--- config.mk ---
export PLATFORM = sky130hd
export DESIGN_NAME = chpm_regs
export DESIGN_NICKNAME = d
export VERILOG_FILES = /design/src/verilog/chpm_pkg.sv /design/src/verilog/chpm_regs.sv
export SDC_FILE = /design/constraint.sdc
export NUM_CORES = 1
export LEC_CHECK = 0
export ABC_AREA = 1
export BUFFER_PORTS_ARGS = -buffer_cell sky130_fd_sc_hd__buf_2
export CELL_PAD_IN_SITES_DETAIL_PLACEMENT = 1
export CELL_PAD_IN_SITES_GLOBAL_PLACEMENT = 2
export CORE_MARGIN = 5
export CORE_UTILIZATION = 29
export DETAILED_ROUTE_END_ITERATION = 16
export GPL_TIMING_DRIVEN = 0
export PLACE_DENSITY = 0.86
export SLEW_MARGIN = 20
export SYNTH_ARGS = -nofsm -noshare
export SYNTH_HDL_FRONTEND = slang
export SYNTH_SLANG_ARGS = --single-unit
export TNS_END_PERCENT = 50
--- constraint.sdc ---
create_clock -name core_clk -period 1.56 [get_ports core_clk]
set_input_delay 0.156 -clock core_clk [delete_from_list [all_inputs] [get_ports core_clk]]
set_output_delay 0.156 -clock core_clk [all_outputs]
set_load 0.03 [all_outputs]
--- src/verilog/chpm_pkg.sv ---
`default_nettype none
package chpm_pkg;

  // ==========================================================
  // Console bus register addresses
  // ==========================================================
  localparam logic [33:0] ADDR_HALT_MASK = 34'h3_F700_0080;
  localparam logic [33:0] ADDR_HALT_SUMMARY = 34'h3_F700_0100;
  localparam logic [33:0] ADDR_SYS_RESET = 34'h3_F700_0140;
  localparam logic [33:0] ADDR_MISC = 34'h3_F700_0180;
  localparam logic [33:0] ADDR_DISCONNECT = 34'h3_F780_0000;
  localparam logic [33:0] ADDR_TAG_ACCESS = 34'h3_F780_0100;

  // ==========================================================
  // Halt summary field positions
  // ==========================================================
  localparam int HS_CONS_HALT = 6;
  localparam int HS_PWR_B_OK = 5;
  localparam int HS_PWR_A_OK = 4;
  localparam int HS_DISK_OK = 3;
  localparam int HS_SECURE = 2;
  localparam int HS_NODE_HALT = 1;

  // ==========================================================
  // Halt mask fields and reset value
  // ==========================================================
  localparam int HM_CONS_EN = 3;
  localparam int HM_SEL_LO = 1;
  localparam int HM_GLOBAL_EN = 0;
  localparam logic [7:0] HM_RESET = 8'hFF;
  localparam logic [1:0] SEL_LOOPBACK = 2'h3;

  // ==========================================================
  // Miscellaneous control fields and reset values
  // ==========================================================
  localparam int MISC_FAULT = 2;
  localparam logic [4:0] MISC_RSVD = 5'h1F;
  localparam logic MISC_FAULT_RESET = 1'b1;
  localparam logic [1:0] EXP_MAIN = 2'h0;
  localparam logic [1:0] EXP_RIGHT = 2'h1;
  localparam logic [1:0] EXP_LEFT = 2'h2;
  localparam logic [1:0] EXP_LOOP = 2'h3;
  localparam logic [1:0] EXP_RESET = 2'h3;

  // ==========================================================
  // Timing
  // ==========================================================
  localparam int SYS_RESET_CYCLES = 512;

  // ==========================================================
  // Console bus carriers
  // ==========================================================
  typedef struct packed {
    logic rd;
    logic wr;
    logic [33:0] addr;
    logic [7:0] wdata;
  } chpm_req_s;

  typedef struct packed {
    logic ack;
    logic [7:0] rdata;
  } chpm_rsp_s;

endpackage
`default_nettype wire

--- src/verilog/chpm_regs.sv ---
`timescale 1ns/1ps
`default_nettype none
module chpm_regs
  import chpm_pkg::*;
#(
  parameter int RST_CYCLES = SYS_RESET_CYCLES
) (
  // Clock and reset
  input wire logic core_clk,
  input wire logic rst_n,
  // Console bus
  input wire chpm_pkg::chpm_req_s bus_req,
  output chpm_pkg::chpm_rsp_s bus_rsp,
  // Halt sources
  input wire logic [3:0] halt_char_seen,
  input wire logic node_halt_bit,
  output logic halt_req,
  output logic terminal_loopback,
  // Backplane and power status pins
  input wire logic second_power_module_good,
  input wire logic first_power_module_good,
  input wire logic disk_converter_power_good,
  input wire logic secure_key_l,
  // System bus controls
  input wire logic sys_cyc_en,
  output logic sys_reset_out,
  output logic fault_drive,
  output logic force_ignore_set,
  // Power-supply serial routing
  input wire logic ps_tx,
  output logic ps_rx,
  output logic [2:0] cab_tx,
  input wire logic [2:0] cab_rx,
  // Tag access port
  output logic tag_rd,
  output logic tag_wr,
  output logic [7:0] tag_wdata,
  input wire logic [7:0] tag_rdata
);
  import chpm_pkg::*;

  // ==========================================================
  // Pin synchronisers
  // ==========================================================
  logic [6:0] sync1_q, sync2_q;
  logic pwr_b_s, pwr_a_s, disk_s, secure_s;
  logic [2:0] cab_rx_s;

  // Two flops for each status pin and cabinet receive line; ps_tx, halt_char_seen and node_halt_bit are not synchronised
  always_ff @(posedge core_clk or negedge rst_n) begin
    if (!rst_n) begin
      sync1_q <= 7'h00;
      sync2_q <= 7'h00;
    end else begin
      sync1_q <= {cab_rx, ~secure_key_l, disk_converter_power_good,
                  first_power_module_good, second_power_module_good};
      sync2_q <= sync1_q;
    end
  end

  assign pwr_b_s = sync2_q[0];
  assign pwr_a_s = sync2_q[1];
  assign disk_s = sync2_q[2];
  assign secure_s = sync2_q[3];
  assign cab_rx_s = sync2_q[6:4];

  // ==========================================================
  // Register state
  // ==========================================================
  logic cons_halt_q, cons_halt_d;
  logic [7:0] mask_q, mask_d;
  logic fault_q, fault_d;
  logic [1:0] exp_q, exp_d;
  logic [9:0] rst_cnt_q, rst_cnt_d;
  logic fi_q, fi_d;
  logic ack_q, ack_d;
  logic [7:0] rdata_q, rdata_d;
  logic tag_rd_q, tag_rd_d, tag_wr_q, tag_wr_d;
  logic [7:0] tag_wdata_q, tag_wdata_d;
  logic ps_rx_q, ps_rx_d;
  logic [2:0] cab_tx_q, cab_tx_d;
  logic wr_halt, wr_mask, wr_rst, wr_misc, wr_disc, wr_tag, rd_tag;
  logic char_hit;
  logic [7:0] summary;

  // Address decode of the console bus
  assign wr_halt = bus_req.wr && (bus_req.addr == ADDR_HALT_SUMMARY);
  assign wr_mask = bus_req.wr && (bus_req.addr == ADDR_HALT_MASK);
  assign wr_rst = bus_req.wr && (bus_req.addr == ADDR_SYS_RESET);
  assign wr_misc = bus_req.wr && (bus_req.addr == ADDR_MISC);
  assign wr_disc = bus_req.wr && (bus_req.addr == ADDR_DISCONNECT);
  assign wr_tag = bus_req.wr && (bus_req.addr == ADDR_TAG_ACCESS);
  assign rd_tag = bus_req.rd && (bus_req.addr == ADDR_TAG_ACCESS);

  // Halt character seen on the port that the select field names
  assign char_hit = halt_char_seen[mask_q[HM_SEL_LO +: 2]];

  // Halt summary view, reserved bits zero
  assign summary = {1'b0, cons_halt_q, pwr_b_s, pwr_a_s, disk_s,
                    secure_s, node_halt_bit, 1'b0};

  // Next values of every register
  always_comb begin
    cons_halt_d = cons_halt_q;
    if (wr_halt && bus_req.wdata[HS_CONS_HALT]) begin
      cons_halt_d = 1'b0;
    end
    if (char_hit) begin
      cons_halt_d = 1'b1;
    end
    mask_d = wr_mask ? bus_req.wdata : mask_q;
    fault_d = wr_misc ? bus_req.wdata[MISC_FAULT] : fault_q;
    exp_d = wr_misc ? bus_req.wdata[1:0] : exp_q;
    rst_cnt_d = rst_cnt_q;
    if (wr_rst) begin
      rst_cnt_d = 10'(RST_CYCLES);
    end else if (sys_cyc_en && rst_cnt_q != 10'h000) begin
      rst_cnt_d = rst_cnt_q - 10'h001;
    end
    fi_d = wr_disc;
    ack_d = bus_req.rd || bus_req.wr;
    rdata_d = 8'h00;
    if (bus_req.rd) begin
      unique case (bus_req.addr)
        ADDR_HALT_SUMMARY: rdata_d = summary;
        ADDR_HALT_MASK: rdata_d = mask_q;
        ADDR_MISC: rdata_d = {MISC_RSVD, fault_q, exp_q};
        ADDR_TAG_ACCESS: rdata_d = tag_rdata;
        default: rdata_d = 8'h00;
      endcase
    end
    tag_rd_d = rd_tag;
    tag_wr_d = wr_tag;
    tag_wdata_d = wr_tag ? bus_req.wdata : tag_wdata_q;
    cab_tx_d = 3'h0;
    ps_rx_d = 1'b0;
    unique case (exp_q)
      EXP_MAIN: begin
        cab_tx_d[0] = ps_tx;
        ps_rx_d = cab_rx_s[0];
      end
      EXP_RIGHT: begin
        cab_tx_d[1] = ps_tx;
        ps_rx_d = cab_rx_s[1];
      end
      EXP_LEFT: begin
        cab_tx_d[2] = ps_tx;
        ps_rx_d = cab_rx_s[2];
      end
      EXP_LOOP: ps_rx_d = ps_tx;
    endcase
  end

  // Register everything
  always_ff @(posedge core_clk or negedge rst_n) begin
    if (!rst_n) begin
      cons_halt_q <= 1'b0;
      mask_q <= HM_RESET;
      fault_q <= MISC_FAULT_RESET;
      exp_q <= EXP_RESET;
      rst_cnt_q <= 10'h000;
      fi_q <= 1'b0;
      ack_q <= 1'b0;
      rdata_q <= 8'h00;
      tag_rd_q <= 1'b0;
      tag_wr_q <= 1'b0;
      tag_wdata_q <= 8'h00;
      ps_rx_q <= 1'b0;
      cab_tx_q <= 3'h0;
    end else begin
      cons_halt_q <= cons_halt_d;
      mask_q <= mask_d;
      fault_q <= fault_d;
      exp_q <= exp_d;
      rst_cnt_q <= rst_cnt_d;
      fi_q <= fi_d;
      ack_q <= ack_d;
      rdata_q <= rdata_d;
      tag_rd_q <= tag_rd_d;
      tag_wr_q <= tag_wr_d;
      tag_wdata_q <= tag_wdata_d;
      ps_rx_q <= ps_rx_d;
      cab_tx_q <= cab_tx_d;
    end
  end

  // ==========================================================
  // Outputs
  // ==========================================================
  // Fault line touches nothing but the backplane driver
  assign fault_drive = fault_q;
  assign sys_reset_out = (rst_cnt_q != 10'h000);
  assign force_ignore_set = fi_q;
  assign halt_req = mask_q[HM_GLOBAL_EN] && (node_halt_bit ||
                    (mask_q[HM_CONS_EN] && !secure_s && cons_halt_q));
  assign terminal_loopback = (mask_q[HM_SEL_LO +: 2] == SEL_LOOPBACK);
  assign bus_rsp.ack = ack_q;
  assign bus_rsp.rdata = rdata_q;
  assign tag_rd = tag_rd_q;
  assign tag_wr = tag_wr_q;
  assign tag_wdata = tag_wdata_q;
  assign ps_rx = ps_rx_q;
  assign cab_tx = cab_tx_q;

  // ==========================================================
  // Assertions
  // ==========================================================
  property p_flag_set;
    @(posedge core_clk) disable iff (!rst_n)
    char_hit |=> cons_halt_q;
  endproperty
  a_flag_set: assert property (p_flag_set) else $error("halt flag not set");

  property p_flag_clear;
    @(posedge core_clk) disable iff (!rst_n)
    (wr_halt && bus_req.wdata[HS_CONS_HALT] && !char_hit) |=> !cons_halt_q;
  endproperty
  a_flag_clear: assert property (p_flag_clear) else $error("halt flag not cleared");

  property p_pwr_b;
    @(posedge core_clk) disable iff (!rst_n)
    (bus_req.rd && bus_req.addr == ADDR_HALT_SUMMARY) |=> rdata_q[HS_PWR_B_OK] == $past(pwr_b_s);
  endproperty
  a_pwr_b: assert property (p_pwr_b) else $error("power b bit wrong");

  property p_disk;
    @(posedge core_clk) disable iff (!rst_n)
    (bus_req.rd && bus_req.addr == ADDR_HALT_SUMMARY) |=> rdata_q[HS_DISK_OK] == $past(disk_s);
  endproperty
  a_disk: assert property (p_disk) else $error("disk converter bit wrong");

  property p_secure;
    @(posedge core_clk) disable iff (!rst_n)
    (bus_req.rd && bus_req.addr == ADDR_HALT_SUMMARY) |=> rdata_q[HS_SECURE] == $past(secure_s);
  endproperty
  a_secure: assert property (p_secure) else $error("secure bit wrong");

  property p_reset_len;
    @(posedge core_clk) disable iff (!rst_n)
    wr_rst |=> sys_reset_out && rst_cnt_q == 10'(RST_CYCLES);
  endproperty
  a_reset_len: assert property (p_reset_len) else $error("reset pulse not loaded");

  property p_fault;
    @(posedge core_clk) disable iff (!rst_n)
    (wr_misc && !bus_req.wdata[MISC_FAULT]) |=> !fault_drive;
  endproperty
  a_fault: assert property (p_fault) else $error("fault drive not cleared");

  property p_loop;
    @(posedge core_clk) disable iff (!rst_n)
    (exp_q == EXP_LOOP) |=> ps_rx == $past(ps_tx);
  endproperty
  a_loop: assert property (p_loop) else $error("loopback broken");

  property p_disc;
    @(posedge core_clk) disable iff (!rst_n)
    (wr_disc ##1 !wr_disc) |-> force_ignore_set ##1 !force_ignore_set;
  endproperty
  a_disc: assert property (p_disc) else $error("force ignore pulse wrong");

  property p_gate;
    @(posedge core_clk) disable iff (!rst_n)
    !mask_q[HM_GLOBAL_EN] |-> !halt_req;
  endproperty
  a_gate: assert property (p_gate) else $error("halt passed while disabled");

endmodule
`default_nettype wire

### After elaboration in Yosys (flattened, before gate mapping)

Index checks and enable logic that the tools add are counted.

* add/subtract/negate cells: 1
* order comparisons: 1
* equal/unequal tests: 10
* mux-type cells: 12
* bitwise gates (word level): 1
* reduce and logical (&&, ||, !) cells: 19

Operators with widths (number)
* == test 34 bit (second input constant): 6
* one-hot mux 8 bit (4 select lines): 1
* two-way mux 10 bit: 2
* logical AND 1 bit: 12
* nonzero test 10 bit: 1
* subtractor 10 x 1 -> 10 bit (second input constant): 1
* two-way mux 8 bit: 1
* == test 2 bit (second input constant): 3
* two-way mux 1 bit: 6
* one-hot mux 1 bit (4 select lines): 1
* nonzero test 2 bit: 2
* less-than comparator 2 x 3 -> 1 bit (second input constant): 1
* binary-select mux 1 bit (select 2 bit): 1
* == test 2 x 1 -> 1 bit (second input constant): 1
* logical NOT 2 bit: 1
* logical OR 1 bit: 2
* logical NOT 1 bit: 1
* inverter 1 bit: 1

* bits in registers: 60
* input port bits: 68
* output and inout bits: 28

### Logic depth before layout (Yosys ltp)

Gate-level depths: netlist of the first run.

* depth after elaboration: 5
* mapped depth: 11
* gate-level depth less buffers: 11

### Worst setup path after synthesis of the first run

Ideal clock, no wire load.

* path kind: register -> register
* start: reg rst_cnt_q[0]
* end: reg rst_cnt_q[7]
* arrival: 1.699 ns
* data required time: 1.440 ns
* path slack: -0.259 ns
* cell stages (with the launch flop): 11
* path buffers: 0
* period minus slack after synthesis: 1.819 ns
* path through: dfrtp_1 inv_1 ha_1 nand3_1 inv_1 nand4_1 nand2_2 inv_1 nand2_1 nand2_1 and3_1

* word-level cells in the longest chain between the ends: 3
* elaborated cells between the ends (all ways): 6

Ends and longest elaborated chain
* start: declaration: line chpm_regs.sv:74 `logic [9:0] rst_cnt_q, rst_cnt_d;`
* start signal: assignment: line chpm_regs.sv:175 `rst_cnt_q <= rst_cnt_d;`
* nonzero test 10 bit
* via sys_reset_out: line chpm_regs.sv:26 `output logic sys_reset_out,`
* logical AND 1 bit: line chpm_regs.sv:117 `end else if (sys_cyc_en && rst_cnt_q != 10'h000) begin`
* nonzero test 2 bit (no source line)

The timed path passes the listed nets, and every way through them passes these cells. The select of a mux whose other input is x is not followed.
A chain may end at the register's enable or synchronous reset.

### Worst setup path after layout of the first run

* start: reg rst_cnt_q[1]
* end: out sys_reset_out

* word-level cells in the longest chain between the ends: 1

Ends and longest elaborated chain
* nonzero test 10 bit: line chpm_regs.sv:192 `assign sys_reset_out = (rst_cnt_q != 10'h000);`
* end: declaration: line chpm_regs.sv:26

Every way passes these cells.

==> summary.md, run 1 <==
| Metric | Value |
|---|---|
| Final Hold Viols | 0 |
| Total Nets Final | between 500 and 600 |
| Met2 Wirelength | around 4.7 mm |
| Post-route clock period utilization | 1.03 |
| Final setup vio count | 1 |
| DIE WIDTH | roughly 110 µm |
| # H-tree levels | 3 |
| Failing checks | negative setup slack |
| Worst skew pair latency | around 0.34 ns |
| Mapped Avg Cell Area | around 9 µm² |
| Most used cell along the critical path | inv_2 |
| Die height | between 100 and 150 µm |
| Largest area contributor in the netlist | dfrtp_1 |
| CP Launch Type | flop |
| Core area | approximately 0.010 mm² |
| Crit end category | primary output |
| Top Metal Used | met4 |
| # clock sinks | 60 |
| Sequential fraction of the synthesis area | 0.496 |
| Post-synth top cells | 60 x inv_1, 55 x nand2_1, 49 x dfrtp_1 |
| Depth of the worst register-to-register path | 11 |
| Total CTS buffers | 9 |
| PwrDens | about 960 mW/mm² |
| Root Driver | clkbuf_8 |
| Slew HR | 0.488 |
| Post-Synthesis Cells | roughly 350 |
| Die area | 0.0127 mm² |
| Share of layout cells above drive strength 1 | 0.415 |
| WL/cell | 14.4 µm |
| CP arrival | between 1 and 1.5 ns |
| Max Transition Viols Final | 0 |
| Status | finished, violations left |
| Max_cap viols | 0 |
| Post-synth top area share | 0.401 |
| Cell at the slowest stage of the critical path | dfrtp_1 |
| Wire length on met1 | between 3 and 4 mm |
| GRT overflow | 0 |
| Gpl congestion | between 0.7 and 0.8 |
| WHS | ~0.057 ns |
| Final antenna-violating net count | 0 |
| Drc violations | 0 |
| Port bufs | 95 |
| Std cell rows | 37 |
| First-pass GRT wire length | 14.5 mm |
| Post-Syn Area | 0.00306 mm² |
| Async SR Flop Fraction | 1.00 |
| Antenna violations before repair | 0 |
| Crit Path Class | reg2out |
| Hold Crit Class | in2reg |
| Count leader, synth | inv_1 |
| Diodes inserted | 0 |
| Layout Utilization | 0.406 |
| Min cycle time layout | between 1.5 and 2 ns |
| GR Util All Layers | 0.142 |
| Routed Wire Length | roughly 8.8 mm |
| Leak | 2.15 nW |
| Critical path cell sequence | inv_2 -> ha_4 -> nand3_4 -> inv_2 -> nand4_1 -> buf_6 |
| Via Count | ~2700 |
| Final worst slack | -0.0430 ns |
| Hold path depth | 3 |
| IO Pins | 96 |
| #FFs+latches synth | 60 |
| DR WL met3 | 359 µm |
| Vias/cell | around 4.4 |
| Place WS | roughly 0.011 ns |
| Area growth from synthesis to layout | 37.0% |
| Largest net degree at the start of global routing | 61 |
| CTS Buffer Depth | 2 |
| Largest cells by area after synthesis | dfrtp_1 40%, dfstp_2 9.5%, inv_1 7.4% |
| Reg2Reg Setup Slack | approximately 0.03 ns |
| Clk_skew | 0.00526 ns |
| Max Freq | between 0.6 and 0.7 GHz |
| Worst-path maximum fanout | 2 |
| Ys Warns | 0 |
| Drt first pass iters | 4 |
| CP peak stage delay | 0.37 ns |
| Vias in the first global route | 3045 |
| Clk slew on worst S/H paths | ~0.070 ns |
| Synth Flop Type | dfrtp_1 |
| Unrepaired setup endpoints after global routing | true |
| DP HPWL | 6.49 mm |
| CTS tree | yes |
| Post-synth EDFFs | 0 |
| Starting density of the core | 0.296 |
| Least-Margin Pin Slew | 0.767 ns |
| VDD IR max | ~0.53 mV |
| Post-synth cell types | 34 |
| Required @ worst endpoint | 1.40 ns |
| Iteration-0 DRC Markers | 56 |
| Syn nets | roughly 420 |
==> layer usage <==
layer / global-route usage / up-vias
met2: 0.258 / 54
met4: 0.0385 / 0
met5: 0 / -
li1: - / 1346
met1: 0.165 / 1305
met3: 0.0350 / 10
==> state kept, by name, indices dropped and copies added, names as in the netlist, 2 cells and up <==
signal,cells
sync1_q,7
tag_wdata,8
rst_cnt_q,10
mask_q,8
cab_tx,3
rdata_q,8
sync2_q,7
exp_q,2
==> power by group <==
group	total, mW	internal, mW	switching [mW]
clock network	1.76	1.15	0.615
registers	1.69	1.65	0.0426
logic	0.564	0.226	0.339
==> final cells by class <==
cell class	count	area, µm²
Multi-Input combinational cell	219	1310
Buffer	6	61.3
Clock buffer	12	155
Clock inverter	4	95.1
Tap cell	136	170
Sequential cell	60	1520
Timing Repair Buffer	110	631
Inverter	64	245
Fill cell	1258	6140
==> per-stage QoR <==
step	power, mW	std cells	TNS [ns]	instance area, µm²
3_5_place_dp	2.18	580	0	3720
5_1_grt	4.21	611	-0.550	4190
6_report	4.01	611	-0.0430	4190
4_1_cts	4.00	604	-0.0306	4060
3_3_place_gp	2.14	580	0	3720
2_1_floorplan	1.96	349	-0.924	3070
==> layout by cell type (no fill, tap or decap), types with 6 or more instances in the layout <==
master	netlist	final
o21ai_2	8	8
dfrtp_1	49	49
clkbuf_8	0	11
nor3_1	7	6
inv_1	60	55
nor2_2	13	13
inv_2	4	8
dlygate4sd3_1	0	8
nand4_1	11	11
buf_2	1	93
nor2_1	42	41
nand2_1	55	52
buf_6	3	7
buf_4	1	7
nand2_2	4	6
nand3_4	4	6
o21ai_1	11	12
nand3_1	30	27
dfstp_2	11	11
==> logic make-up after synthesis <==
logic type	after synthesis	synth area share
AOI/OAI and AO/OA	34	0.0684
adders and majority gates	1	0.00409
buffers and inverters	70	0.0987
DFF	60	0.496
and+or+nand+nor	184	0.333
==> worst max-delay path: cells and delay by family (launching register included) <==
kind | cells | cell delay, ns
adder cells (fa/ha/maj) | 1 | 0.15
buffers and inverters | 3 | 0.35
flip-flops | 1 | 0.37
AND/OR/NAND/NOR | 2 | 0.24
==> repair_timing <==
| action | in CTS | in global routing |
|---|---|---|
| hold buffers | 8 | 0 |
| setup endpoints to repair | 3 | 11 |
| resized for setup | 3 | 20 |
| setup buffers | 0 | 7 |
| pin swaps | 0 | 3 |
| endpoints found under the hold margin | 56 | 0 |
==> worst paths after layout <==
kind,start,to
max in group asynchronous,rst_n,sync2_q[2]$_DFF_PN0_
hold reg to reg,sync1_q[0]$_DFF_PN0_,sync2_q[0]$_DFF_PN0_
setup reg to reg,rst_cnt_q[1]$_DFFE_PN0P_,rst_cnt_q[4]$_DFFE_PN0P_
setup / recovery,rst_cnt_q[1]$_DFFE_PN0P_,sys_reset_out
hold / removal,bus_req[5],mask_q[5]$_DFFE_PN1P_
min in group asynchronous,rst_n,rst_cnt_q[5]$_DFFE_PN0P_
Note: power is estimated with default switching activity, not from simulation.
==> run 2, diff against run 1 <==
--- a/config.mk
+++ b/config.mk
@@ -14,7 +14,7 @@
 export DETAILED_ROUTE_END_ITERATION = 16
 export GPL_TIMING_DRIVEN = 0
 export PLACE_DENSITY = 0.86
-export SLEW_MARGIN = 20
+export SLEW_MARGIN = 25
 export SYNTH_ARGS = -nofsm -noshare
 export SYNTH_HDL_FRONTEND = slang
 export SYNTH_SLANG_ARGS = --single-unit
==> constraint.sdc (replaced) <==
create_clock -name core_clk -period 1.56 [get_ports core_clk]
set_input_delay 0.156 -clock core_clk [delete_from_list [all_inputs] [get_ports core_clk]]
set_output_delay 0.156 -clock core_clk [all_outputs]
set_load 0.01 [all_outputs]
==> summary.md, run 2 (synthesis results as in run 1) <==
| Metric | Value |
|---|---|
| CTS Buffer Depth | 2 (unchanged) |
| Worst-path maximum fanout | 3 (+1) |
| Gpl congestion | 0.795 (-0.53%) |
| DP HPWL | 6.70 mm (+3.3%) |
| Biggest register | rst_cnt_q |
| Vias/cell | 4.47 (+0.61%) |
| Max reg flops | 10 (unchanged) |
| Leak | 2.10 nW (-2.6%) |
| Final antenna-violating net count | 0 (unchanged) |
| Post-route clock period utilization | 0.995 (-0.0329) |
| CP peak stage delay | 0.37 ns (about the same) |
| Tot Pwr | 3.38 mW (-16%) |
| Die area | 0.0127 mm² (unchanged) |
| Port bufs | 95 (unchanged) |
| Iteration-0 DRC Markers | 77 (+38%) |
| Crit Path Class | reg2out |
| Max_cap viols | 0 (unchanged) |
| Crit-path leading delay family | flip-flops |
| Root Driver | clkbuf_8 |
| CP Buf/Inv Count | 3 (unchanged) |
| Cell at the slowest stage of the critical path | dfrtp_1 |
| Min cycle time layout | 1.55 ns (-0.0513 ns) |
| Sequential share of power | 0.501 (+0.080) |
| Unrepaired setup endpoints after global routing | true |
| Diodes inserted | 0 (unchanged) |
| Depth of the worst register-to-register path | 10 (-1) |
| Via Count | 2727 (+0.44%) |
| Net Sw Frac | 0.282 (+0.0339) |
| GR Util All Layers | 0.146 (+0.00419) |
| VDD IR max | 0.396 mV (-25%) |
| CP Launch Type | flop |
| Worst skew pair latency | 0.34 ns (about the same) |
| Slew HR | 0.480 (-0.00830) |
| Clk slew on worst S/H paths | 0.06 ns (about the same) |
| First-pass GRT wire length | 14.8 mm (+1.9%) |
| # H-tree levels | 3 (unchanged) |
| CTS tree | yes |
| Pint | 2.43 mW (-20%) |
| Drt first pass iters | 4 (unchanged) |
| Final setup vio count | 0 (-1) |
| Sw Pwr | 954 µW (-4.3%) |
| Core area | 0.0103 mm² (unchanged) |
| Crit path depth | 6 (unchanged) |
| Vias in the first global route | 3050 (+0.16%) |
| Max Transition Viols Final | 0 (unchanged) |
| Share of layout cells above drive strength 1 | 0.395 (-0.0202) |
| Setup crit start | rst_cnt_q[1]$_DFFE_PN0P_ |
| Clk_skew | 0.00923 ns (+0.00397 ns) |
| Total Nets Final | 538 (-0.19%) |
| Crit end category | primary output |
| # clock sinks | 60 (unchanged) |
| Status | complete, no violations |
| Largest net degree at the start of global routing | 61 (unchanged) |
| DIE WIDTH | 113 µm (unchanged) |
| Drc violations | 0 (unchanged) |
| Commonest non-fill, non-tap cell in the layout | buf_2 |
| Hold Crit Class | in2reg |
| Critical path cell sequence | inv_2 -> ha_4 -> nand3_4 -> inv_2 -> nand4_1 -> buf_2 |
| Most used cell along the critical path | inv_2 |
| Worst r2r src | rst_cnt_q[1]$_DFFE_PN0P_ |
| Routed Wire Length | 8.92 mm (+1.5%) |
| Total CTS buffers | 9 (unchanged) |
| Most frequent cells in the layout | 95 x buf_2, 56 x inv_1, 54 x nand2_1 |
| Layout Utilization | 0.390 (-0.0152) |
| Hold Path Origin | bus_req[5] |
| Final Hold Viols | 0 (unchanged) |
| Hold path depth | 3 (unchanged) |
| PwrDens | 839 mW/mm² (-12%) |
| Max Freq | 0.644 GHz (+3.3%) |
| WL/cell | 14.6 µm (+1.7%) |
| GRT overflow | 0 (unchanged) |
| Die height | 113 µm (unchanged) |
| Gate power share | 0.150 (+0.009) |
| Area growth from synthesis to layout | 31.9% |
| Least-Margin Pin Slew | 0.780 ns (+0.0124 ns) |
| Std cell rows | 37 (unchanged) |
| Required @ worst endpoint | 1.40 ns (about the same) |
| CP arrival | 1.40 ns (-0.05 ns) |
| Antenna violations before repair | 0 (unchanged) |
| Starting density of the core | 0.296 (unchanged) |
| IO Pins | 96 (unchanged) |
| Clock share of power | 0.349 (-0.090) |
-- run 2: cell types whose count changed in the layout (fill, tap and decap cells not counted), sizes merged --
cell / delta
bufinv: -3
clkinv: +2
buf: -1
clkinvlp: +1
-- run 2: per-layer routing --
layer  track usage  part of all wire
met1         0.178              0.44
met4        0.0545             0.020
met5             0                 0
met3        0.0302             0.047
met2         0.252              0.49
-- run 2: power by group through the flow --
stage                     combinational, mW  sequential, mW  clock (mW)
after floorplan                       0.225            1.71           0
after global placement                0.396            1.71           0
after detailed placement              0.408            1.72           0
after CTS                             0.478            1.69        1.24
after global routing                  0.579            1.70        1.32
final                                 0.507            1.69        1.18
-- run 2: worst paths after layout --
| kind | endpoint | slack (ns) |
|---|---|---|
| min | mask_q[5]$_DFFE_PN1P_ | 0.06 |
| max | sys_reset_out | 0.008 |
| min reg2reg | sync2_q[2]$_DFF_PN0_ | 0.35 |
| min in group asynchronous | force_ignore_set$_DFF_PN0_ | 0.43 |
| max in group asynchronous | cab_tx[2]$_DFF_PN0_ | 0.60 |
| max reg2reg | rst_cnt_q[7]$_DFFE_PN0P_ | 0.06 |
-- run 2: metrics by stage --
| step | cell area, µm² | hold WS [ns] | std cells | setup WS, ns | setup TNS, ns |
|---|---|---|---|---|---|
| floorplan | 3060 | -0.140 | 349 | 0.0101 | 0 |
| global placement | 3700 | 0.264 | 580 | -0.178 | -0.775 |
| detailed placement | 3700 | 0.266 | 580 | -0.187 | -1.03 |
| finish | 4030 | 0.0585 | 610 | 0.00827 | 0 |
| CTS | 3990 | 0.0435 | 607 | 0.00545 | 0 |
| global route | 4030 | 0.0641 | 610 | -0.0733 | -0.161 |
-- run 2: final cells by class --
class                           instances  area (µm²)
Fill cell                            1260        6290
Buffer                                  6        61.3
Clock buffer                           12         135
Tap cell                              136         170
Inverter                               64         240
Sequential cell                        60        1520
Timing Repair Buffer                  109         607
Clock inverter                          4        26.3
Multi-Input combinational cell        219        1270
-- run 2: timing repair --
action | in CTS | in global routing
hold buffers | 8 | 0
setup buffers | 3 | 3
pin swaps | 2 | 3
gates resized for setup | 7 | 6
endpoints found under the hold margin | 56 | 0
setup endpoints to repair | 8 | 9
-- run 2: worst register-to-register path: cells and delay by family (launching register included) --
family	cells	cell delay, ns
DFF	1	0.37
adders and majority gates	1	0.16
and+or+nand+nor	6	0.61
buffers and inverters	3	0.26
